$ cat src/pkg/dcwd_cfg.svh
// constants of the drive control word decoder
`ifndef DCWD_CFG_SVH
`define DCWD_CFG_SVH

// ****************************************
// register byte offsets
// ****************************************
`define DCWD_ADDR_W 8
`define DCWD_OFS_CMD 8'h00
// holding location 1, four bytes per word
`define DCWD_OFS_PROFILE 8'h04
`define DCWD_OFS_SETPOINT 8'h08
`define DCWD_OFS_CONFIG 8'h0c
`define DCWD_OFS_STATUS 8'h10
`define DCWD_OFS_SPEEDREF 8'h14
`define DCWD_OFS_EVENTS 8'h18
`define DCWD_OFS_COILS 8'h1c
`define DCWD_OFS_INREG 8'h20

// ****************************************
// command word and report word bits
// ****************************************
`define DCWD_CW_RAMP 0
`define DCWD_CW_COAST 1
`define DCWD_CW_QUICK 2
`define DCWD_CW_START 3
`define DCWD_CW_RESET 7
`define DCWD_CW_REVERSE 8
`define DCWD_CW_VALID 10
`define DCWD_CW_WDOG 11
`define DCWD_RW_READY 0
`define DCWD_RW_RUN 2
`define DCWD_RW_FAULT 3
`define DCWD_RW_QSTOP 5
`define DCWD_RW_WDOG 11

// ****************************************
// configuration fields, profiles, resets
// ****************************************
`define DCWD_CFG_FIELDBUS 0
`define DCWD_CFG_GRID 1
`define DCWD_CFG_MSR_LO 4
`define DCWD_CFG_MSR_HI 5
`define DCWD_PROF_GENERIC 2'h0
`define DCWD_PROF_SPEED 2'h1
`define DCWD_PROF_HYBRID 2'h2
`define DCWD_PROF_CLASS1 2'h3
`define DCWD_RST_WORD 16'h0000
`define DCWD_RST_CFG 16'h0001
`define DCWD_RESP_OKAY 2'h0
`define DCWD_RESP_SLVERR 2'h2

// ****************************************
// timing and events
// ****************************************
`define DCWD_RESP_TIME_NS 5000000
`define DCWD_CLK_PERIOD_NS 5
`define DCWD_NUM_EVENTS 8
`define DCWD_FAULT_MASK 8'hf0

`endif

$ cat src/pkg/dcwd_pkg.sv
// types of the drive control word decoder
`default_nettype none
package dcwd_pkg;
   typedef logic [15:0] dcwd_word_type;
   typedef logic [1:0] dcwd_profile_type;
   typedef enum logic [1:0] {st_inhibit, st_ready, st_run} dcwd_state_type;
endpackage : dcwd_pkg
`default_nettype wire

$ cat src/rtl/dcwd_top.sv
// drive control word decoder with axi4-lite register slave
`include "dcwd_cfg.svh"
`timescale 1ns/1ps
`default_nettype none
module dcwd_top
   import dcwd_pkg::*;
#(
   parameter int unsigned RESP_CYCLES = `DCWD_RESP_TIME_NS / `DCWD_CLK_PERIOD_NS,
   parameter int unsigned NUM_EVENTS = `DCWD_NUM_EVENTS,
   parameter logic [NUM_EVENTS-1:0] FAULT_MASK = `DCWD_FAULT_MASK
) (
   input wire logic aclk,
   input wire logic aresetn,
   input wire logic [7:0] s_axi_awaddr,
   input wire logic [2:0] s_axi_awprot,
   input wire logic s_axi_awvalid,
   output logic s_axi_awready,
   input wire logic [31:0] s_axi_wdata,
   input wire logic [3:0] s_axi_wstrb,
   input wire logic s_axi_wvalid,
   output logic s_axi_wready,
   output logic [1:0] s_axi_bresp,
   output logic s_axi_bvalid,
   input wire logic s_axi_bready,
   input wire logic [7:0] s_axi_araddr,
   input wire logic [2:0] s_axi_arprot,
   input wire logic s_axi_arvalid,
   output logic s_axi_arready,
   output logic [31:0] s_axi_rdata,
   output logic [1:0] s_axi_rresp,
   output logic s_axi_rvalid,
   input wire logic s_axi_rready,
   input wire logic [NUM_EVENTS-1:0] event_set,
   input wire logic [NUM_EVENTS-1:0] event_cond,
   input wire logic [15:0] input_reg_value,
   output logic drive_run,
   output logic coast_stop,
   output logic quick_stop,
   output logic ramp_ready,
   output logic [1:0] stop_method,
   output logic [15:0] speed_ref,
   output logic event_reset_pulse,
   output logic [15:0] report_word,
   output logic [1:0] profile_active,
   output logic [15:0] coils,
   output logic [NUM_EVENTS-1:0] events
);

   // ****************************************
   // declarations
   // ****************************************
   logic awready_r, wready_r, bvalid_r, arready_r, rvalid_r;
   logic [1:0] bresp_r, rresp_r;
   logic [31:0] rdata_r;
   logic aw_held_r, w_held_r;
   logic [7:0] awaddr_r;
   logic [31:0] wdata_r;
   logic [3:0] wstrb_r;
   dcwd_word_type cw_raw_r, cw_acc_r, sp_raw_r, sp_acc_r, cfg_r, coils_r;
   dcwd_word_type speed_ref_r, report_word_r, report_nxt;
   logic word_stb_r;
   dcwd_profile_type profile_sel_r, profile_active_r, profile_nxt;
   dcwd_state_type state_r, state_nxt;
   logic drive_run_r, coast_stop_r, quick_stop_r, ramp_ready_r;
   logic [1:0] stop_method_r;
   logic [1:0] edge_rise;
   logic [NUM_EVENTS-1:0] ev_bank;
   logic [31:0] pend_cnt_r;

   function automatic logic [15:0] dcwd_merge(input logic [15:0] old, input logic [31:0] data,
                                              input logic [3:0] strb);
      dcwd_merge = old;
      if (strb[0])
         dcwd_merge[7:0] = data[7:0];
      if (strb[1])
         dcwd_merge[15:8] = data[15:8];
   endfunction : dcwd_merge

   // ****************************************
   // bus handshakes and decode
   // ****************************************
   wire aw_hs = s_axi_awvalid & awready_r;
   wire w_hs = s_axi_wvalid & wready_r;
   wire b_hs = bvalid_r & s_axi_bready;
   wire ar_hs = s_axi_arvalid & arready_r;
   wire r_hs = rvalid_r & s_axi_rready;
   // answer only to a complete request
   wire do_write = aw_held_r & w_held_r & ~bvalid_r;
   wire grid_mode = cfg_r[`DCWD_CFG_GRID];
   wire fb_place = cfg_r[`DCWD_CFG_FIELDBUS];
   wire [1:0] msr_cfg = cfg_r[`DCWD_CFG_MSR_HI:`DCWD_CFG_MSR_LO];
   wire wr_cmd = do_write & (awaddr_r == `DCWD_OFS_CMD);
   wire wr_prof = do_write & (awaddr_r == `DCWD_OFS_PROFILE);
   wire wr_sp = do_write & (awaddr_r == `DCWD_OFS_SETPOINT);
   wire wr_cfg = do_write & (awaddr_r == `DCWD_OFS_CONFIG);
   wire wr_coil = do_write & (awaddr_r == `DCWD_OFS_COILS);
   wire [15:0] prof_word = dcwd_merge({14'h0000, profile_sel_r}, wdata_r, wstrb_r);
   wire prof_reject = wr_prof & grid_mode & (prof_word[1:0] != `DCWD_PROF_HYBRID);
   // input register and status words refuse writes
   wire wr_err = do_write & ~((wr_cmd | wr_prof | wr_sp | wr_cfg | wr_coil) & ~prof_reject);
   wire rd_cmd = s_axi_araddr == `DCWD_OFS_CMD;
   wire rd_prof = s_axi_araddr == `DCWD_OFS_PROFILE;
   wire rd_sp = s_axi_araddr == `DCWD_OFS_SETPOINT;
   wire rd_cfg = s_axi_araddr == `DCWD_OFS_CONFIG;
   wire rd_stat = s_axi_araddr == `DCWD_OFS_STATUS;
   wire rd_ref = s_axi_araddr == `DCWD_OFS_SPEEDREF;
   wire rd_ev = s_axi_araddr == `DCWD_OFS_EVENTS;
   wire rd_coil = s_axi_araddr == `DCWD_OFS_COILS;
   wire rd_in = s_axi_araddr == `DCWD_OFS_INREG;
   wire rd_hit = rd_cmd | rd_prof | rd_sp | rd_cfg | rd_stat | rd_ref | rd_ev | rd_coil | rd_in;
   wire [31:0] rd_data = rd_cmd ? {16'h0000, cw_raw_r} :
                         rd_prof ? {30'h00000000, profile_sel_r} :
                         rd_sp ? {16'h0000, sp_raw_r} :
                         rd_cfg ? {16'h0000, cfg_r} :
                         rd_stat ? {12'h000, state_r, profile_active_r, report_word_r} :
                         rd_ref ? {16'h0000, speed_ref_r} :
                         rd_ev ? 32'(ev_bank) :
                         rd_coil ? {16'h0000, coils_r} :
                         rd_in ? {16'h0000, input_reg_value} : 32'h00000000;

   // ****************************************
   // write channel
   // ****************************************
   // one write in flight, ready drops until the response is taken
   always_ff @(posedge aclk)
   begin
      if (!aresetn)
      begin
         awready_r <= 1'b1;
         wready_r <= 1'b1;
         aw_held_r <= 1'b0;
         w_held_r <= 1'b0;
         bvalid_r <= 1'b0;
         bresp_r <= `DCWD_RESP_OKAY;
         awaddr_r <= 8'h00;
         wdata_r <= 32'h00000000;
         wstrb_r <= 4'h0;
      end
      else
      begin
         if (aw_hs)
         begin
            aw_held_r <= 1'b1;
            awaddr_r <= s_axi_awaddr;
            awready_r <= 1'b0;
         end
         if (w_hs)
         begin
            w_held_r <= 1'b1;
            wdata_r <= s_axi_wdata;
            wstrb_r <= s_axi_wstrb;
            wready_r <= 1'b0;
         end
         if (do_write)
         begin
            aw_held_r <= 1'b0;
            w_held_r <= 1'b0;
            bvalid_r <= 1'b1;
            bresp_r <= wr_err ? `DCWD_RESP_SLVERR : `DCWD_RESP_OKAY;
         end
         if (b_hs)
         begin
            bvalid_r <= 1'b0;
            awready_r <= 1'b1;
            wready_r <= 1'b1;
         end
      end
   end

   // ****************************************
   // read channel
   // ****************************************
   always_ff @(posedge aclk)
   begin
      if (!aresetn)
      begin
         arready_r <= 1'b1;
         rvalid_r <= 1'b0;
         rdata_r <= 32'h00000000;
         rresp_r <= `DCWD_RESP_OKAY;
      end
      else
      begin
         if (ar_hs)
         begin
            arready_r <= 1'b0;
            rvalid_r <= 1'b1;
            rdata_r <= rd_data;
            rresp_r <= rd_hit ? `DCWD_RESP_OKAY : `DCWD_RESP_SLVERR;
         end
         if (r_hs)
         begin
            rvalid_r <= 1'b0;
            arready_r <= 1'b1;
         end
      end
   end

   // ****************************************
   // software registers
   // ****************************************
   always_ff @(posedge aclk)
   begin
      if (!aresetn)
      begin
         cw_raw_r <= `DCWD_RST_WORD;
         word_stb_r <= 1'b0;
         sp_raw_r <= `DCWD_RST_WORD;
         cfg_r <= `DCWD_RST_CFG;
         coils_r <= `DCWD_RST_WORD;
         profile_sel_r <= `DCWD_PROF_GENERIC;
      end
      else
      begin
         word_stb_r <= wr_cmd;
         if (wr_cmd)
            cw_raw_r <= dcwd_merge(cw_raw_r, wdata_r, wstrb_r);
         if (wr_sp)
            sp_raw_r <= dcwd_merge(sp_raw_r, wdata_r, wstrb_r);
         if (wr_cfg)
            cfg_r <= dcwd_merge(cfg_r, wdata_r, wstrb_r);
         if (wr_coil)
            coils_r <= dcwd_merge(coils_r, wdata_r, wstrb_r);
         if (wr_prof & ~prof_reject)
            profile_sel_r <= prof_word[1:0];
      end
   end

   // ****************************************
   // accepted process data
   // ****************************************
   // data valid gates acceptance
   wire accept = word_stb_r & cw_raw_r[`DCWD_CW_VALID];

   always_ff @(posedge aclk)
   begin
      if (!aresetn)
      begin
         cw_acc_r <= `DCWD_RST_WORD;
         sp_acc_r <= `DCWD_RST_WORD;
      end
      else if (accept)
      begin
         cw_acc_r <= cw_raw_r;
         sp_acc_r <= sp_raw_r;
      end
   end

   dcwd_edge #(
      .W(2)
   ) u_edge (
      .aclk(aclk),
      .aresetn(aresetn),
      .sample(accept),
      .bits({cw_raw_r[`DCWD_CW_RESET], cw_raw_r[`DCWD_CW_START]}),
      .rise(edge_rise)
   );

   // events with cond_in low cleared by reset edge
   dcwd_events #(
      .N(NUM_EVENTS)
   ) u_events (
      .aclk(aclk),
      .aresetn(aresetn),
      .set_in(event_set),
      .cond_in(event_cond),
      .clear(edge_rise[1]),
      .ev(ev_bank)
   );

   // ****************************************
   // drive state
   // ****************************************
   // only decoded bits are read; reserved ones never appear
   wire coast_ok = cw_acc_r[`DCWD_CW_COAST];
   wire quick_ok = cw_acc_r[`DCWD_CW_QUICK];
   wire start_lvl = cw_acc_r[`DCWD_CW_START];
   wire fault_any = |(ev_bank & FAULT_MASK);
   wire start_ok = coast_ok & quick_ok & fb_place;

   always_comb
   begin
      state_nxt = state_r;
      unique case (state_r)
         // acknowledge with bit 0 low once faults are gone
         st_inhibit:
            if (!fault_any && !cw_acc_r[`DCWD_CW_RAMP])
               state_nxt = st_ready;
         // edge, not level, starts the drive
         st_ready:
            if (fault_any)
               state_nxt = st_inhibit;
            else if (edge_rise[0] && start_ok)
               state_nxt = st_run;
         st_run:
            if (fault_any)
               state_nxt = st_inhibit;
            else if (!coast_ok || !quick_ok || !start_lvl)
               state_nxt = st_ready;
      endcase
   end

   // profile forced to hybrid in grid mode, else held while fieldbus does not command a motor
   assign profile_nxt = grid_mode ? `DCWD_PROF_HYBRID :
                        fb_place ? profile_sel_r : profile_active_r;

   always_comb
   begin
      report_nxt = `DCWD_RST_WORD;
      report_nxt[`DCWD_RW_READY] = (state_r == st_ready) & coast_ok & quick_ok;
      report_nxt[`DCWD_RW_RUN] = state_r == st_run;
      report_nxt[`DCWD_RW_FAULT] = fault_any;
      report_nxt[`DCWD_RW_QSTOP] = ~quick_ok;
      report_nxt[`DCWD_RW_WDOG] = cw_raw_r[`DCWD_CW_WDOG];
   end

   always_ff @(posedge aclk)
   begin
      if (!aresetn)
      begin
         state_r <= st_inhibit;
         drive_run_r <= 1'b0;
         coast_stop_r <= 1'b1;
         quick_stop_r <= 1'b1;
         ramp_ready_r <= 1'b0;
         stop_method_r <= 2'h0;
         speed_ref_r <= `DCWD_RST_WORD;
         report_word_r <= `DCWD_RST_WORD;
         profile_active_r <= `DCWD_PROF_GENERIC;
      end
      else
      begin
         state_r <= state_nxt;
         drive_run_r <= state_nxt == st_run;
         coast_stop_r <= ~coast_ok | fault_any;
         quick_stop_r <= ~quick_ok;
         ramp_ready_r <= cw_acc_r[`DCWD_CW_RAMP];
         if (state_r == st_run && !start_lvl)
            stop_method_r <= msr_cfg;
         // sign inversion; a negative setpoint reversed turns forward
         speed_ref_r <= cw_acc_r[`DCWD_CW_REVERSE] ? 16'(`DCWD_RST_WORD - sp_acc_r) : sp_acc_r;
         report_word_r <= report_nxt;
         profile_active_r <= profile_nxt;
      end
   end

   assign s_axi_awready = awready_r;
   assign s_axi_wready = wready_r;
   assign s_axi_bvalid = bvalid_r;
   assign s_axi_bresp = bresp_r;
   assign s_axi_arready = arready_r;
   assign s_axi_rvalid = rvalid_r;
   assign s_axi_rdata = rdata_r;
   assign s_axi_rresp = rresp_r;
   assign drive_run = drive_run_r;
   assign coast_stop = coast_stop_r;
   assign quick_stop = quick_stop_r;
   assign ramp_ready = ramp_ready_r;
   assign stop_method = stop_method_r;
   assign speed_ref = speed_ref_r;
   assign event_reset_pulse = edge_rise[1];
   assign report_word = report_word_r;
   assign profile_active = profile_active_r;
   assign coils = coils_r;
   assign events = ev_bank;

   // ****************************************
   // checks
   // ****************************************
   // helper: cycles a complete write request waits
   always_ff @(posedge aclk)
   begin
      if (!aresetn)
         pend_cnt_r <= 32'h00000000;
      else
         pend_cnt_r <= (aw_held_r & w_held_r & ~bvalid_r) ? pend_cnt_r + 32'h00000001 : 32'h00000000;
   end

   property p_start_edge;
      @(posedge aclk) disable iff (!aresetn)
      state_r == st_ready && !fault_any && edge_rise[0] && start_ok |=> drive_run_r && state_r == st_run;
   endproperty
   a_start_edge: assert property (p_start_edge) else $error("start edge did not run the drive");

   property p_no_level_start;
      @(posedge aclk) disable iff (!aresetn)
      state_r == st_ready && !edge_rise[0] |=> !drive_run_r;
   endproperty
   a_no_level_start: assert property (p_no_level_start) else $error("drive started without edge");

   property p_coast;
      @(posedge aclk) disable iff (!aresetn)
      state_r == st_run && !coast_ok |=> !drive_run_r && coast_stop_r;
   endproperty
   a_coast: assert property (p_coast) else $error("coast request did not stop the drive");

   property p_quick;
      @(posedge aclk) disable iff (!aresetn)
      state_r == st_run && !quick_ok |=> !drive_run_r && quick_stop_r;
   endproperty
   a_quick: assert property (p_quick) else $error("quick stop not applied");

   property p_stop_method;
      @(posedge aclk) disable iff (!aresetn)
      state_r == st_run && !start_lvl |=> !drive_run_r && stop_method_r == $past(msr_cfg);
   endproperty
   a_stop_method: assert property (p_stop_method) else $error("wrong stop method");

   property p_inhibit;
      @(posedge aclk) disable iff (!aresetn)
      fault_any |=> state_r == st_inhibit ##1 !drive_run_r;
   endproperty
   a_inhibit: assert property (p_inhibit) else $error("fault did not inhibit switching on");

   property p_reverse;
      @(posedge aclk) disable iff (!aresetn)
      accept |=> ##1 speed_ref_r == ($past(cw_raw_r[`DCWD_CW_REVERSE], 2) ?
                  16'(`DCWD_RST_WORD - $past(sp_raw_r, 2)) : $past(sp_raw_r, 2));
   endproperty
   a_reverse: assert property (p_reverse) else $error("speed reference sign wrong");

   property p_data_hold;
      @(posedge aclk) disable iff (!aresetn)
      word_stb_r && !cw_raw_r[`DCWD_CW_VALID] |=> $stable(cw_acc_r) && $stable(sp_acc_r);
   endproperty
   a_data_hold: assert property (p_data_hold) else $error("invalid process data accepted");

   property p_watchdog;
      @(posedge aclk) disable iff (!aresetn)
      wr_cmd && wstrb_r[1] |=> ##1 report_word_r[`DCWD_RW_WDOG] == $past(wdata_r[`DCWD_CW_WDOG], 2);
   endproperty
   a_watchdog: assert property (p_watchdog) else $error("watchdog not echoed");

   property p_grid_reject;
      @(posedge aclk) disable iff (!aresetn)
      prof_reject |=> $stable(profile_sel_r) && bvalid_r && bresp_r == `DCWD_RESP_SLVERR;
   endproperty
   a_grid_reject: assert property (p_grid_reject) else $error("non-hybrid profile taken in grid mode");

   property p_inreg_ro;
      @(posedge aclk) disable iff (!aresetn)
      do_write && awaddr_r == `DCWD_OFS_INREG |=> bvalid_r && bresp_r == `DCWD_RESP_SLVERR;
   endproperty
   a_inreg_ro: assert property (p_inreg_ro) else $error("input register write not refused");

   property p_resp_time;
      @(posedge aclk) disable iff (!aresetn)
      pend_cnt_r < RESP_CYCLES;
   endproperty
   a_resp_time: assert property (p_resp_time) else $error("write answer too late");

   property p_one_write;
      @(posedge aclk) disable iff (!aresetn)
      bvalid_r |-> !awready_r && !wready_r;
   endproperty
   a_one_write: assert property (p_one_write) else $error("second write taken while one open");

   property p_no_unsolicited;
      @(posedge aclk) disable iff (!aresetn)
      !bvalid_r && !(aw_held_r && w_held_r) |=> !bvalid_r;
   endproperty
   a_no_unsolicited: assert property (p_no_unsolicited) else $error("response without request");

endmodule : dcwd_top
`default_nettype wire

$ cat src/rtl/dcwd_edge.sv
// rising edge detector for sampled control bits
`timescale 1ns/1ps
`default_nettype none
module dcwd_edge #(
   parameter int unsigned W = 2
) (
   input wire logic aclk,
   input wire logic aresetn,
   input wire logic sample,
   input wire logic [W-1:0] bits,
   output logic [W-1:0] rise
);
   logic [W-1:0] prev_r;
   logic [W-1:0] rise_r;

   always_ff @(posedge aclk)
   begin
      if (!aresetn)
      begin
         prev_r <= '0;
         rise_r <= '0;
      end
      else
      begin
         rise_r <= sample ? (bits & ~prev_r) : '0;
         if (sample)
            prev_r <= bits;
      end
   end

   assign rise = rise_r;
endmodule : dcwd_edge
`default_nettype wire

$ cat src/rtl/dcwd_events.sv
// sticky event bank with conditional clear
`timescale 1ns/1ps
`default_nettype none
module dcwd_events #(
   parameter int unsigned N = 8
) (
   input wire logic aclk,
   input wire logic aresetn,
   input wire logic [N-1:0] set_in,
   input wire logic [N-1:0] cond_in,
   input wire logic clear,
   output logic [N-1:0] ev
);
   logic [N-1:0] ev_r;
   logic [N-1:0] keep;

   assign keep = clear ? (ev_r & cond_in) : ev_r;

   // set wins over a clear in the same cycle
   always_ff @(posedge aclk)
   begin
      if (!aresetn)
         ev_r <= '0;
      else
         ev_r <= keep | set_in;
   end

   assign ev = ev_r;
endmodule : dcwd_events
`default_nettype wire

$ cat config.mk
export PLATFORM = sky130hd
export DESIGN_NAME = dcwd_top
export DESIGN_NICKNAME = d
export VERILOG_FILES = /design/src/pkg/dcwd_pkg.sv /design/src/rtl/dcwd_top.sv /design/src/rtl/dcwd_edge.sv /design/src/rtl/dcwd_events.sv
export VERILOG_INCLUDE_DIRS = /design/src /design/src/pkg
export SDC_FILE = /design/constraint.sdc
export NUM_CORES = 1
export LEC_CHECK = 0
export CAP_MARGIN = 20
export CORE_MARGIN = 4
export CORE_UTILIZATION = 30
export CTS_CLUSTER_SIZE = 30
export DETAILED_ROUTE_END_ITERATION = 8
export DONT_BUFFER_PORTS = 1
export PLACE_DENSITY = 0.44
export SLEW_MARGIN = 20
export SYNTH_ARGS = -nofsm -noshare
export SYNTH_HDL_FRONTEND = slang
export SYNTH_SLANG_ARGS = --single-unit
export TNS_END_PERCENT = 1
$ cat constraint.sdc
create_clock -name aclk -period 2.1 [get_ports aclk]
set_clock_uncertainty 0.2 [all_clocks]
set_input_delay 0.21 -clock aclk [delete_from_list [all_inputs] [get_ports aclk]]
set_output_delay 0.21 -clock aclk [all_outputs]
set_load 0.1 [all_outputs]
# [Yosys cells after proc, flatten, opt, wreduce, memory -nomap -nowiden]
# Cells that the tools add are included.
[op_classes] magnitude_cmp=0 n_bitwise=45 eq_ne=16 shift=0 add_sub_neg=1 mux=22 reduce_logical=28 div_mod_pow=0 n_mul=0
[op_table] operator="2-to-1 mux 20 bit" n=5
[op_table] operator="2-to-1 mux 16 bit" n=5
[op_table] operator="== test 8 x 5 -> 1 bit, second input constant" n=5
[op_table] operator="== test 8 x 4 -> 1 bit, second input constant" n=4
[op_table] operator="AND 1 bit" n=22
[op_table] operator="2-to-1 mux 2 bit" n=10
[op_table] operator="AND reduction 2 bit" n=9
[op_table] operator="== test 8 x 3 -> 1 bit, second input constant" n=2
[op_table] operator="zero test 8 bit" n=2
[op_table] operator="subtractor 1 x 16 -> 16 bit, first input constant" n=1
[op_table] operator="OR 1 bit" n=13
[op_table] operator="AND 8 bit" n=1
[op_table] operator="== test 8 x 6 -> 1 bit, second input constant" n=1
[op_table] operator="2-to-1 mux 8 bit" n=1
[op_table] operator="OR 8 bit" n=1
[op_table] operator="OR reduction 2 bit" n=4
[op_table] operator="NOT 1 bit" n=6
[op_table] operator="case mux 2 bit (3 select lines)" n=1
[op_table] operator="zero test 1 bit" n=5
[op_table] operator="== test 2 bit, second input constant" n=2
[op_table] operator="OR reduction 4 bit" n=1
[op_table] operator="logical AND 1 bit" n=3
[op_table] operator="AND 2 bit" n=1
[op_table] operator="== test 2 x 1 -> 1 bit, second input constant" n=1
[op_table] operator="5 further kinds" n=6
[totals] latchBits=0 wordCells=151 rom_bits=0 mem_bits_rw=0 memories=0 in_bits=97 reg_bits=215 out_inout_bits=106

# [Logic depth before layout (Yosys ltp)]
# Gate-level depths: netlist of the first run.
[logic_depth] word_depth=11 mapped_depth=7 ltp_nobuf=7

# [Cells and area by module]
# Synthesis of the first run repeated with hierarchy kept, for this count alone.
[unflattened] cells_unflattened=985 area_unflattened_um2=8588.2
[by_module_without_submodules] module="dcwd_top" n_inst=1 cells_per_inst=942 area_each_um2=8117.8 seq_area_each_um2=3483.3
[by_module_without_submodules] module="dcwd_events" n_inst=1 cells_per_inst=32 area_each_um2=326.6 seq_area_each_um2=160.2
[by_module_without_submodules] module="dcwd_edge" n_inst=1 cells_per_inst=11 area_each_um2=143.9 seq_area_each_um2=80.1

# [Worst setup path after synthesis of the first run]
# OpenSTA, ideal clock, no wires.
[synth_timing] path_type="register to register" from="register bvalid_r, in the netlist s_axi_bvalid" to="register sp_raw_r[10]" setup_slack_ps=-414 n_path_buf=2 stages_incl_launch_ff=8 period_less_slack_ps=2514 t_required_ps=1772 setup_ps=128 arrival_time_ps=2187 cell_sequence="dfxtp_1 > nand3b_1 > nor3_2 > buf_2 > nand4b_1 > clkbuf_1 > mux2i_1 > nor2_1"
[synth_between] elab_chain_cells=4
[synth_lines] item="start, declared" line="dcwd_top.sv:52" text="logic awready_r, wready_r, bvalid_r, arready_r, rvalid_r;"
[synth_lines] item="start signal, assigned" line="dcwd_top.sv:133" text="bvalid_r <= 1'b0;"
[synth_lines] item="start signal, assigned" line="dcwd_top.sv:158" text="bvalid_r <= 1'b1;"
[synth_lines] item="start signal, assigned" line="dcwd_top.sv:163" text="bvalid_r <= 1'b0;"
[synth_lines] item="NOT 1 bit"
[synth_lines] item="AND 1 bit"
[synth_lines] item="AND 1 bit" line="dcwd_top.sv:94" text="wire wr_sp = do_write & (awaddr_r == `DCWD_OFS_SETPOINT);"
[synth_lines] item="AND reduction 2 bit (no source line)"
[synth_lines] item="end signal, assigned" line="dcwd_top.sv:208" text="sp_raw_r <= `DCWD_RST_WORD;"
[synth_lines] item="end signal, assigned" line="dcwd_top.sv:219" text="sp_raw_r <= dcwd_merge(sp_raw_r, wdata_r, wstrb_r);"
[synth_lines] item="end, declared" line="dcwd_top.sv:59" text="dcwd_word_type cw_raw_r, cw_acc_r, sp_raw_r, sp_acc_r, cfg_r, coils_r;"
# No other way between the ends.
# A chain may end at the register's enable or synchronous reset.

# [Worst setup path in the final report of the first run]
[layout_timing] from="register awaddr_r[5]" to="register sp_raw_r[2]"
[layout_between] elab_chain_cells=3
[layout_lines] item="start, declared" line="dcwd_top.sv:56" text="logic [7:0] awaddr_r;"
[layout_lines] item="start signal, assigned" line="dcwd_top.sv:144" text="awaddr_r <= s_axi_awaddr;"
[layout_lines] item="== test 8 x 4 -> 1 bit (no source line)"
[layout_lines] item="AND 1 bit" line="dcwd_top.sv:94"
[layout_lines] item="AND reduction 2 bit (no source line)"
# No other way between the ends.

==> results, run 1 <==
- The mean instance size in the synthesized netlist is 8.58 sq um.
- The total count of hold-check failures in the final report is 0.
- Dividing the detail-routed via count by the number of cells gives 4.94.
- Among all flip-flop cells after synthesis, the most frequent one is dfxtp_1.
- The required time at the endpoint of the critical path is 2.22 ns.
- The most frequent standard cell in the layout excluding fill and tap cells is dfxtp_1.
- The number of remaining DRC errors is 0.
- The layout cell share with drive strength beyond 1 is 16.8%.
- Setup repair after global routing could not meet its margin everywhere.
- The highest clock rate is 484 MHz.
- The final antenna diode count is 0.
- The adder and majority cell fraction of the synthesized area is 0.476%.
- In this run the cell area of the synthesized design comes to 7880 sq um.
- The wire length of the first global-routing pass is 41600 microns.
- Clock-pin slew was measured on the worst setup and hold paths at 0.07 ns.
- The critical path goes through or4_4, nor3_2, buf_4, and4b_1, buf_12, mux2i_1, nor2_1.
- The H-tree was split into 4 levels.
- Power spread over the standard cell area amounts to 778 nW/um^2.
- Across the run, the number of max-cap violations was 0.
- The time the final worst path needs with I/O delays and setup is 2.07 ns.
- The fill cell total of the finished layout is 2649.
- The total length of routed wires is 26800 microns.
- The element type at the critical path end is a register.
- The worst hold path passes through 3 cells.
- The floorplan has 59 rows.
- The pre-antenna-repair detailed-routing pass consisted of 6 iterations.
- The number of buffers inserted by port buffering is 0.
- The fraction of synthesized cell area taken by the top area cell type is 47.0%.
- The number of antenna violations at the first check in global routing is 0.
- For the pin with the worst max-slew slack, the measured transition is 0.647 ns.
- The fraction of synthesized cell area in xor and xnor cells is 1.33%.
- OpenSTA, run right after detailed placement, puts the worst setup slack at -0.0439 ns.
- The average wire per cell in the routed design is 18.8 microns.
- The number of different library cells used by synthesis comes to 63.
- In the layout the commonest cells are dfxtp_1 (181), buf_4 (120), nand2_1 (119).
- The normalized max-slew margin is 56.8%.
- The largest stage delay on the critical path is 0.53 ns.
- Entering global routing, the biggest net connects 50 pins.
- VDD sags by at most 0.457 mV.
- The die outline height is 170 microns.
- The core area is 25900 sq um.
- The biggest area consumer among synthesized cells is dfxtp_1.
- The clock sink total is 185.
- The share of synthesized area occupied by flip-flops and latches is 47.0%.
- Setup slack on the critical path of the routed design comes to 0.0344 ns.
- The worst path uses 98.4% of the clock period.
- The Yosys step of the flow raised 0 warnings.
- Setup violations remaining at the end of the flow were counted as 0.
- The buffer depth of the longest clock path is 2.
- The routability-driven placement congestion ratio is 0.821.
- By startpoint and endpoint, the worst setup path is classified as reg -> reg.
- The via count of the first global-routing pass is 6915.
- In this run the count of I/O pins placed on the die edge is 203.
- The die covers 28900 sq um.
- TritonCTS built the clock tree.
- The library cell contributing the largest single delay on the critical path is or4_4.
- In the post-synthesis netlist, the biggest area contributors are dfxtp_1 (47%), mux2i_1 (7.4%), nand2_1 (5.7%).
- The total overflow left after global routing is 0.
- In this run, the number of DRC markers left after iteration 0 of detailed routing was 504.
- The leakage component of the power is 4.37 nW.
- At the later pin of the worst-skew pair, clock insertion delay measures 0.43 ns.
- Buffers inserted during clock tree synthesis total 17.
- For the worst setup path, the data arrival time is 2.18 ns.
- Hold is met by 0.00296 ns.
- The growth of design area from synthesis to finish is 32.7%.
- The area fraction in compound gates after synthesis is 17.9%.
- In this run the remaining antenna-violating nets after routing total 0.
- For the worst flop-to-flop path, the logic depth is 7.
- In this run the clock root is driven by a clkbuf_16.
- The worst min-delay path class is in -> reg.
- The total of flip-flops plus latches after synthesis is 185.
- Global routing consumed, over all layers together, 18.6% of the routing resources.
- The synthesized instance count is 918.
- In this run the register-to-register setup slack is 0.03 ns.
- The worst setup path is launched from a register.
- The number of enable-type register cells in the synthesized netlist is 0.
- The net total in the final layout is 1179.
- The number of vias in the routed layout is 7054.
- The total design power is 8.14 mW.
- The estimated wirelength of the detail-placed design is 19000 microns.
- The synthesized netlist devotes 18.9% of its cell area to simple gates.
- The worst-path maximum fanout is 8.
- At the end of the flow the core is filled with cells to 40.4%.
- The run finished with clean final reports.
- The die width is 170 microns.
- The initial core utilization is 30.4%.
- The combinational family with the most area after synthesis is simple AND/OR/NAND/NOR gates.
- Of all flip-flops after synthesis, the portion carrying an async set or reset was 0%.
- The number of pins exceeding their max-slew limit in the final report is 0.
- The fraction of synthesized area in multiplexers is 7.94%.
## stage by stage
| stage | setup TNS, ns | cells | cell area [sq um] |
|---|---|---|---|
| 6_report | 0 | 1427 | 10500 |
| 2_1_floorplan | -1.43 | 942 | 7970 |
| 3_5_place_dp | -0.0439 | 1318 | 8990 |
| 5_1_grt | -1.43 | 1427 | 10500 |
| 3_3_place_gp | -0.0363 | 1318 | 8990 |
| 4_1_cts | 0 | 1426 | 10400 |
## cell type report
type	count	area, sq um	share of cell area (%)
Clock buffer	18	439	4.20
Clock inverter	14	184	1.76
Timing Repair Buffer	203	1830	17.5
Sequential cell	185	3710	35.5
Multi-Input combinational cell	656	3820	36.5
Tap cell	335	419	4.01
Inverter	16	61.3	0.586
## cell usage after synthesis, drive strengths merged (10+ instances only)
cell and number:
o21ai 60, nand2b 19, nand2 119, inv 16, clkbuf 47, a22oi 10
dfxtp 185, nor2 91, a21oi 90, mux2i 58, buf 37, a22o 27
nand3 41
## per-layer routing
metal  vias up  share of wire (%)  global-route usage, %
met4         0                2.3                   6.04
met5         -                  0                      0
met1      3307                 49                   27.0
li1       3489                  -                      -
met3        34                5.8                   3.62
met2       224                 43                   27.6
## cells by family (layout without fill, tap and decap cells)
group                    after synthesis  after routing
buffers and inverters                101            251
AND/OR/NAND/NOR                      324            324
flip-flops                           185            185
other                                  1             25
AO/OA/AOI/OAI                        231            231
XOR/XNOR                              12             12
multiplexers                          61             61
adder cells (fa/ha/maj)                3              3
## sequential cells by signal (all words and copies together), names as in the netlist, 8 cells and up
name,count
awaddr_r,8
cfg_r,16
coils,16
cw_raw_r,16
s_axi_rdata,20
sp_acc_r,16
sp_raw_r,16
speed_ref,16
u_events.ev,8
wdata_r,16
## power by group
part           total [mW]  switching, mW  internal [mW]  leakage (nW)
combinational        1.06          0.762          0.294          2.56
sequential           3.65         0.0718           3.58          1.50
clock                3.43           1.49           1.94         0.305
## timing repair
item | CTS | global route
endpoints found under the hold margin | 88 | 0
buffers inserted | 0 | 1
hold buffers | 76 | 0
endpoints found under the setup margin | 0 | 56
resized for setup | 0 | 7
## worst paths after layout
kind | startpoint | to
max | awaddr_r[5] | sp_raw_r[2]
min | input_reg_value[15] | s_axi_rdata[15]
max reg2reg | awaddr_r[5] | sp_raw_r[2]
min reg2reg | cw_acc_r[7] | u_edge.rise[1]
## critical path: cells and delay by family, from the launching register on
kind | cells | cell delay (ns)
buffers and inverters | 2 | 0.31
multiplexers | 1 | 0.18
flip-flops | 1 | 0.31
AND/OR/NAND/NOR | 4 | 0.94
Note: power is estimated with default switching activity, not from simulation.
==> run 2: changes to the inputs <==
--- a/config.mk
+++ b/config.mk
@@ -12,7 +12,7 @@
 export CTS_CLUSTER_SIZE = 30
 export DETAILED_ROUTE_END_ITERATION = 8
 export DONT_BUFFER_PORTS = 1
-export PLACE_DENSITY = 0.44
+export PLACE_DENSITY = 0.43
 export SLEW_MARGIN = 20
 export SYNTH_ARGS = -nofsm -noshare
 export SYNTH_HDL_FRONTEND = slang
==> constraint.sdc (replaced) <==
create_clock -name aclk -period 2.2 [get_ports aclk]
set_clock_uncertainty 0.2 [all_clocks]
set_input_delay 0.22 -clock aclk [delete_from_list [all_inputs] [get_ports aclk]]
set_output_delay 0.22 -clock aclk [all_outputs]
set_load 0.1 [all_outputs]
==> run 2 against run 1 <==
Total power decreased by 5.4%; global-route usage increased by 0.19 points; combinational power down 6%; clock-buffer cell count up 1.
==> results, run 2 (synthesized netlist as in run 1, its figures left out) <==
- The area of all placed cells without fillers is 10400 sq um (was 10500 sq um).
- The leakage component of the power was 4.33 nW (was 4.37 nW).
- The number of placed instances with taps included is 1314 (was 1318).
- The number of instances on the worst hold path was 3 (unchanged).
- The number of buffers inserted by port buffering is 0 (unchanged).
- The critical path data arrival time came to 2.28 ns (was 2.18 ns).
- The type of element launching the critical path is an input pin (was register).
- Most frequent cells in the layout: dfxtp_1 (182), nand2_1 (119), buf_4 (111) (was dfxtp_1 (181), buf_4 (120), nand2_1 (119)).
- The most frequent standard cell in the layout excluding fill and tap cells is dfxtp_1 (unchanged).
- The die outline height is 170 microns (unchanged).
- The normalized max-slew margin was 55.6% (was 56.8%).
- The sequential share of power is 45.3% (was 44.9%).
- The net switching power figure is 2.17 mW (was 2.32 mW).
- The post-CTS clock slew at the launch and capture registers of the worst setup and hold paths is 0.07 ns (about the same).
- The core area is 25900 sq um (unchanged).
- The worst-case hold path end point is s_axi_rresp[1] (was s_axi_rdata[15]).
- The final antenna diode count came to 0 (unchanged).
- The maximum number of pins on one net before global-route repair came to 73 (was 50).
- The ratio of routed vias to standard cells is 4.94 (about the same).
- The overall routing resource usage was 18.7% (was 18.6%).
- The worst flop-to-flop path endpoint is sp_raw_r[4] (was sp_raw_r[2]).
- The design internal power was 5.53 mW (was 5.81 mW).
- The wire length of the first global-routing pass is 41800 microns (was 41600 microns).
- The growth of design area from synthesis to finish is 31.7% (was 32.7%).
- The portion of the clock cycle consumed by the worst path in the final layout is 96.6%.
- The clock tree from TritonCTS is built (unchanged).
- The largest stage delay on the critical path was 0.62 ns (was 0.53 ns).
- The relative contribution of the clock network to total power was 41.7% (was 42.2%).
- The floorplan die area is 28900 sq um (unchanged).
- Derived from the worst setup path, the maximum achievable clock frequency is 471 MHz.
- The net total in the final layout came to 1175 (was 1179).
- The reg-to-reg startpoint is awaddr_r[0] (was awaddr_r[5]).
- The number of antenna violations at the first check in global routing is 1 (was 0).
- The number of DRC markers in iteration 0 came to 471 (was 504).
- The worst min-delay path class was in -> reg (unchanged).
- The power density of the placed cells is 742 nW/um^2 (was 778 nW/um^2).
- The number of max-cap violations was 0 (unchanged).
- The startpoint of the most critical hold path is s_axi_araddr[6] (was input_reg_value[15]).
- The time the final worst path needs with I/O delays and setup is 2.12 ns.
- The remaining antenna violation count after routing is 0 (unchanged).
- The maximum VDD drop was 0.544 mV (was 0.457 mV).
- The number of pins exceeding their max-slew limit in the final report is 0 (unchanged).
- The worst setup margin is 0.0753 ns (was 0.0344 ns).
- The number of vias in the routed layout is 7024 (was 7054).
- The buffer depth of the longest clock path is 2 (unchanged).
- The estimated wirelength of the detail-placed design came to 18900 microns (was 19000 microns).
- The number of search-and-repair iterations in the first detailed-routing pass is 5 (was 6).
- The average wire per cell in the routed design came to 19.3 microns (was 18.8 microns).
- The flip-flop count of the largest register after layout is 20 (unchanged).
- The number of remaining DRC errors came to 0 (unchanged).
- Outcome: complete, no violations (unchanged).
- The category of the critical setup timing path was in -> reg (was reg -> reg).
- The count of final setup violators is 0 (unchanged).
- The area of placed instances was 8920 sq um (was 8990 sq um).
- The root buffer cell is clkbuf_16 (unchanged).
- Cell breakdown of the critical path: or4_1, or3_4, o32a_2, dlygate4sd3_1, a21oi_1 (was or4_4, nor3_2, buf_4, and4b_1, buf_12, mux2i_1, nor2_1).
- The flop-to-flop setup slack came to 0.10 ns (was 0.03 ns).
- The required time at the endpoint of the critical path is 2.36 ns (was 2.22 ns).
- The switching part of the total power is 28.2% (was 28.5%).
- The row count was 59 (unchanged).
- The combinational share of power is 13.0% (about the same).
- The clock insertion delay at the later pin of the skew report came to 0.43 ns (about the same).
- The worst-path maximum fanout was 3 (was 8).
- The total length of routed wires is 27500 microns (was 26800 microns).
- The via count of the first global-routing pass is 6771 (was 6915).
- The total count of hold-check failures in the final report is 0 (unchanged).
- The post-placement setup slack came to 0.0604 ns (was -0.0439 ns).
- The number of cell instances on the worst register-to-register path is 6 (was 7).
- The layout cell share with drive strength beyond 1 is 16.0% (was 16.8%).
- The initial core utilization is 30.4% (unchanged).
- The number of CTS-inserted buffers is 17 (unchanged).
- The clock sink total is 185 (unchanged).
- Unrepaired setup endpoints after global routing: true (unchanged).
- The pin slew with the least headroom to its limit came to 0.665 ns (was 0.647 ns).
- The element type at the critical path end is a register (unchanged).
- The library cell contributing the largest single delay on the critical path is or4_1 (was or4_4).
- The routability-driven placement congestion ratio is 0.846 (was 0.821).
- The count of non-filler cells in the finished layout was 1422 (was 1427).
- The total congestion overflow after global routing is 0 (unchanged).
- The die width is 170 microns (unchanged).
- The depth of the CTS H-tree is 4 (unchanged).
- The number of I/O pins came to 203 (unchanged).
[run 2: changes by cell type in the layout (fill, tap and decap cells not counted), moves of 2 or more]
cell	delta
buf_4	-9
buf_6	+7
nand4_2	+2
nand4_4	-2
[run 2: final cells by class]
class	count	area, sq um
Fill cell	2633	15500
Multi-Input combinational cell	656	3790
Sequential cell	185	3710
Timing Repair Buffer	199	1790
Clock buffer	19	443
Tap cell	335	419
Clock inverter	12	163
Inverter	16	61.3
[run 2: per-layer routing]
layer	up-vias	wire, microns	GRT usage [%]
met4	0	414	4.65
met1	3331	13400	27.2
met3	20	1550	3.97
met2	197	12100	28.4
li1	3476	-	-
met5	-	0	0
[run 2: how the worst max path moves through the flow]
stage	slack, ns	to	from	cells past startpoint
after CTS	0.07	s_axi_rdata[11]	s_axi_araddr[1]	5
final	0.08	s_axi_rdata[11]	s_axi_araddr[1]	5
after global placement	0.07	s_axi_rdata[0]	s_axi_araddr[1]	5
after floorplan	-0.01	drive_run	u_events.ev[4]	5
after global routing	-0.03	sp_raw_r[8]	awaddr_r[0]	7
after detailed placement	0.06	s_axi_rdata[0]	s_axi_araddr[1]	5
[run 2: what timing repair did]
item,4_1_cts,5_1_grt
setup buffers,0,0
gates resized for setup,0,13
hold buffers,77,0
endpoints found under the hold margin,96,0
setup endpoints to repair,0,56
[run 2: power by group through the flow]
stage                     clock network (mW)  logic, mW  registers [mW]
after global routing                    3.41       1.06            3.50
after floorplan                            0      0.503            3.79
final                                   3.21       1.00            3.49
after detailed placement                   0      0.843            3.56
after global placement                     0      0.842            3.56
after CTS                               3.29       1.00            3.48
[run 2: worst max-delay path, delay by kind of cell]
family          cells  cell delay [ns]
buf+inv             1             0.56
simple gates        2             1.01
compound gates      2             0.50
[run 2: through the flow]
| step | hold WS, ns | TNS (ns) | util [%] | total power [mW] |
|---|---|---|---|---|
| floorplan | 0.120 | -0.0124 | - | 4.29 |
| global placement | 0.124 | 0 | 34.4 | 4.40 |
| detailed placement | 0.124 | 0 | 34.4 | 4.40 |
| CTS | 0.00126 | 0 | 39.9 | 7.78 |
| global route | 0.0349 | -0.0925 | 40.1 | 7.97 |
| finish | 0.0224 | 0 | 40.1 | 7.70 |
==> run 3: changes to the inputs <==
--- a/config.mk
+++ b/config.mk
@@ -8,13 +8,14 @@
 export LEC_CHECK = 0
 export CAP_MARGIN = 20
 export CORE_MARGIN = 4
-export CORE_UTILIZATION = 30
+export CORE_UTILIZATION = 55
 export CTS_CLUSTER_SIZE = 30
 export DETAILED_ROUTE_END_ITERATION = 8
 export DONT_BUFFER_PORTS = 1
-export PLACE_DENSITY = 0.43
+export PLACE_DENSITY = 0.69
 export SLEW_MARGIN = 20
 export SYNTH_ARGS = -nofsm -noshare
 export SYNTH_HDL_FRONTEND = slang
+export SYNTH_HIERARCHICAL = 1
 export SYNTH_SLANG_ARGS = --single-unit
 export TNS_END_PERCENT = 1
==> run 3 against run 2 <==
The run now ends with setup timing left; clock-buffer cell count increased by 2; sequential cell count grew 1; fmax down 3.9%.
==> results, run 3 <==
- The die width is 133 microns (was 170 microns).
- The final core utilization came to 74.6% (was 40.1%).
- The buffer depth of the longest clock path was 2 (unchanged).
- The cell area after technology mapping was 8590 sq um (was 7880 sq um).
- The number of remaining DRC errors was 0 (unchanged).
- The element type at the critical path end is a register (unchanged).
- The share of synthesized area occupied by flip-flops and latches is 43.4% (was 47.0%).
- The fraction of synthesized cell area in xor and xnor cells is 1.02% (was 1.33%).
- The power density of the placed cells is 665 nW/um^2 (was 742 nW/um^2).
- The number of buffers inserted by post-CTS setup repair is 0 (unchanged).
- The critical path data arrival time is 2.34 ns (was 2.28 ns).
- The total congestion overflow after global routing came to 0 (unchanged).
- The net switching power figure is 2.15 mW (was 2.17 mW).
- The row count is 45 (was 59).
- The biggest area consumer among synthesized cells is dfxtp_1 (unchanged).
- The final antenna diode count is 0 (unchanged).
- The layout cell share with drive strength beyond 1 came to 15.5% (was 16.0%).
- The estimated wirelength of the detail-placed design is 17200 microns (was 18900 microns).
- The core area was 15300 sq um (was 25900 sq um).
- The adder and majority cell fraction of the synthesized area came to 0.437% (was 0.476%).
- The depth of the CTS H-tree is 4 (unchanged).
- The portion of the clock cycle consumed by the worst path in the final layout is 101% (was 96.6%).
- The number of search-and-repair iterations in the first detailed-routing pass is 6 (was 5).
- Most frequent cells in the layout: dfxtp_1 (182), nand2_1 (144), dlygate4sd3_1 (129) (was dfxtp_1 (182), nand2_1 (119), buf_4 (111)).
- The net total in the final layout is 1286 (was 1175).
- The mean instance size in the synthesized netlist was 8.72 sq um (was 8.58 sq um).
- The number of cell instances on the worst register-to-register path is 5 (was 6).
- The clock sink total is 186 (was 185).
- The total of flip-flops plus latches after synthesis was 186 (was 185).
- The time the final worst path needs with I/O delays and setup is 2.21 ns (was 2.12 ns).
- The reg-to-reg startpoint is sp_acc_r[5] (was awaddr_r[0]).
- The most frequent standard cell in the layout excluding fill and tap cells is dfxtp_1 (unchanged).
- The die outline height is 133 microns (was 170 microns).
- Synth cell count leaders: dfxtp_1 (186), nand2_1 (144), nor2b_1 (65), o21ai_0 (63), mux2i_1 (60) (was dfxtp_1 (185), nand2_1 (119), nor2_1 (91), a21oi_1 (89), o21ai_0 (60)).
- Outcome: complete, but fails checks (was complete, no violations).
- The normalized max-slew margin was 55.2% (was 55.6%).
- The worst min-delay path class is in -> reg (unchanged).
- The fill cell total of the finished layout is 1161 (was 2633).
- The number of buffers inserted by port buffering is 0 (unchanged).
- The initial core utilization is 56.3% (was 30.4%).
- The met1 global-route usage is 36.9% (was 27.2%).
- Top cells by area in the synthesized netlist: dfxtp_1 (43%), mux2i_1 (7.0%), nand2_1 (6.3%) (was dfxtp_1 (47%), mux2i_1 (7.4%), nand2_1 (5.7%)).
- The startpoint of the most critical hold path is s_axi_araddr[2] (was s_axi_araddr[6]).
- The most common cell in the synthesized netlist was dfxtp_1 (unchanged).
- The pin slew with the least headroom to its limit came to 0.670 ns (was 0.665 ns).
- The number of placed instances with taps included is 1248 (was 1314).
- The wire length of the first global-routing pass was 42100 microns (was 41800 microns).
- The via count of the first global-routing pass is 7826 (was 6771).
- The post-CTS clock slew at the launch and capture registers of the worst setup and hold paths is 0.07 ns (about the same).
- The total length of routed wires is 26700 microns (was 27500 microns).
- The worst setup margin was -0.0120 ns (was 0.0753 ns).
- The number of enable-type register cells in the synthesized netlist is 0 (unchanged).
- The most crowded layer after global routing is met2 (unchanged).
- The design internal power is 5.42 mW (was 5.53 mW).
- The area fraction in compound gates after synthesis is 18.8% (was 17.9%).
- The predominant post-synthesis flop cell was dfxtp_1 (unchanged).
- The number of vias in the routed layout is 8119 (was 7024).
- The fraction of synthesized cell area taken by the top area cell type came to 43.4% (was 47.0%).
- The type of element launching the critical path is a register (was input pin).
- The clock insertion delay at the later pin of the skew report is 0.43 ns (about the same).
- The floorplan die area is 17700 sq um (was 28900 sq um).
- The switching part of the total power is 28.4% (was 28.2%).
- The worst-path maximum fanout is 2 (was 3).
- The number of antenna violations at the first check in global routing is 2 (was 1).
- The combinational family with the most area after synthesis is simple AND/OR/NAND/NOR gates (unchanged).
- The beginning of the critical path is sp_acc_r[5] (was s_axi_araddr[1]).
- The ratio of routed vias to standard cells came to 5.76 (was 4.94).
- The required time at the endpoint of the critical path was 2.33 ns (was 2.36 ns).
- The routing usage on met3 came to 8.75% (was 3.97%).
- The combinational share of power was 13.9% (was 13.0%).
- The highest clock rate is 452 MHz (was 471 MHz).
- The fraction of registers with async set or reset after synthesis is 0% (unchanged).
- The count of non-filler cells in the finished layout is 1410 (was 1422).
- The sequential share of power was 46.4% (was 45.3%).
- The number of CTS-inserted buffers came to 17 (unchanged).
- The number of DRC markers in iteration 0 is 655 (was 471).
- The number of max-cap violations came to 0 (unchanged).
- The count of yosys warnings during synthesis is 6 (was 0).
- The post-synthesis share of cell area spent on and, or, nand and nor gates is 23.3% (was 18.9%).
- The synthesized instance count came to 985 (was 918).
- The number of pins exceeding their max-slew limit in the final report is 0 (unchanged).
- The routability-driven placement congestion ratio is 0.922 (was 0.846).
- The final reports fail on setup timing.
- The number of instances on the worst hold path is 4 (was 3).
- The flip-flop count of the largest register after layout is 20 (unchanged).
- The number of I/O pins was 203 (unchanged).
- The worst hold margin came to 0.0186 ns (was 0.0224 ns).
- The maximum number of pins on one net before global-route repair is 126 (was 73).
- The category of the critical setup timing path is reg -> reg (was in -> reg).
- The relative contribution of the clock network to total power is 39.7% (was 41.7%).
- The growth of design area from synthesis to finish came to 32.6% (was 31.7%).
- The fraction of synthesized area in multiplexers is 7.39% (was 7.94%).
- The remaining antenna violation count after routing came to 0 (unchanged).
- Unrepaired setup endpoints after global routing: true (unchanged).
- The leakage component of the power is 4.68 nW (was 4.33 nW).
- The count of unique library cells instantiated by Yosys is 70 (was 63).
- The overall routing resource usage is 29.8% (was 18.7%).
- The average wire per cell in the routed design was 19.0 microns (was 19.3 microns).
- The maximum VDD drop is 0.610 mV (was 0.544 mV).
- The count of final setup violators is 2 (was 0).
- The total count of hold-check failures in the final report came to 0 (unchanged).
- The clock tree from TritonCTS is built (unchanged).
- The root buffer cell is clkbuf_16 (unchanged).
- The met2 track utilization from global routing was 49.0% (was 28.4%).
==> run 3: cell types whose count changed in the layout (fill, tap and decap cells not counted), sizes merged, moves of 12 or more <==
cell | previous run | this run
a21boi | 0 | 50
a21oi | 90 | 42
a22o | 27 | 0
and2 | 8 | 20
dlygate4sd3 | 74 | 129
nand2 | 119 | 145
nor2 | 91 | 25
nor2b | 7 | 65
==> run 3: metal layers <==
layer,up-vias,wire length [microns]
met5,-,21
met4,4,954
met3,83,2370
met2,392,12700
met1,3807,10700
li1,3833,-
==> run 3: cells by family after synthesis <==
kind of cell / count (synthesis)
other: 1
XOR/XNOR: 10
flip-flops: 186
multiplexers: 63
AO/OA/AOI/OAI: 245
buffers and inverters: 103
adder cells (fa/ha/maj): 3
AND/OR/NAND/NOR: 374
==> run 3: worst max-delay path: stages (launching register included) <==
cell     delay, ns
dfxtp_1       0.32
or4_1         0.56
or4b_2        0.64
a21oi_2       0.16
xnor2_1       0.07
and2_1        0.16
==> run 3: power by group through the flow <==
stage,sequential [mW],combinational (mW),clock (mW)
finish,3.51,1.05,3.01
global route,3.52,1.11,3.18
CTS,3.51,1.03,3.04
detailed placement,3.58,0.840,0
global placement,3.58,0.833,0
floorplan,3.83,0.522,0
==> run 3: worst paths after layout <==
path | endpoint | slack [ns]
min reg2reg | u_edge/rise[0] | 0.25
max | speed_ref[13] | -0.01
min | s_axi_rdata[7] | 0.02
max reg2reg | speed_ref[13] | -0.01
==> run 3: area by class of cell <==
| type | count | area (sq um) | area share, % |
|---|---|---|---|
| Clock buffer | 21 | 470 | 4.13 |
| Sequential cell | 186 | 3730 | 32.7 |
| Clock inverter | 11 | 111 | 0.978 |
| Timing Repair Buffer | 246 | 2250 | 19.8 |
| Inverter | 15 | 60.1 | 0.527 |
| Multi-Input combinational cell | 720 | 4500 | 39.5 |
| Tap cell | 211 | 264 | 2.32 |
==> run 3: stage by stage <==
step | setup TNS [ns] | instance area (sq um) | power [mW] | setup slack [ns]
after floorplan | -0.666 | 8690 | 4.35 | -0.0737
final | -0.0172 | 11400 | 7.57 | -0.0120
after global placement | 0 | 9460 | 4.41 | 0.0296
after CTS | -0.0109 | 11400 | 7.57 | -0.00802
after global routing | -0.954 | 11400 | 7.80 | -0.0769
after detailed placement | -0.0167 | 9460 | 4.42 | -0.0167
==> run 3: repair_timing <==
item,CTS,global route
endpoints found under the hold margin,186,0
endpoints found under the setup margin,3,57
gates resized for setup,1,9
hold buffers,130,0
pin swaps,1,1
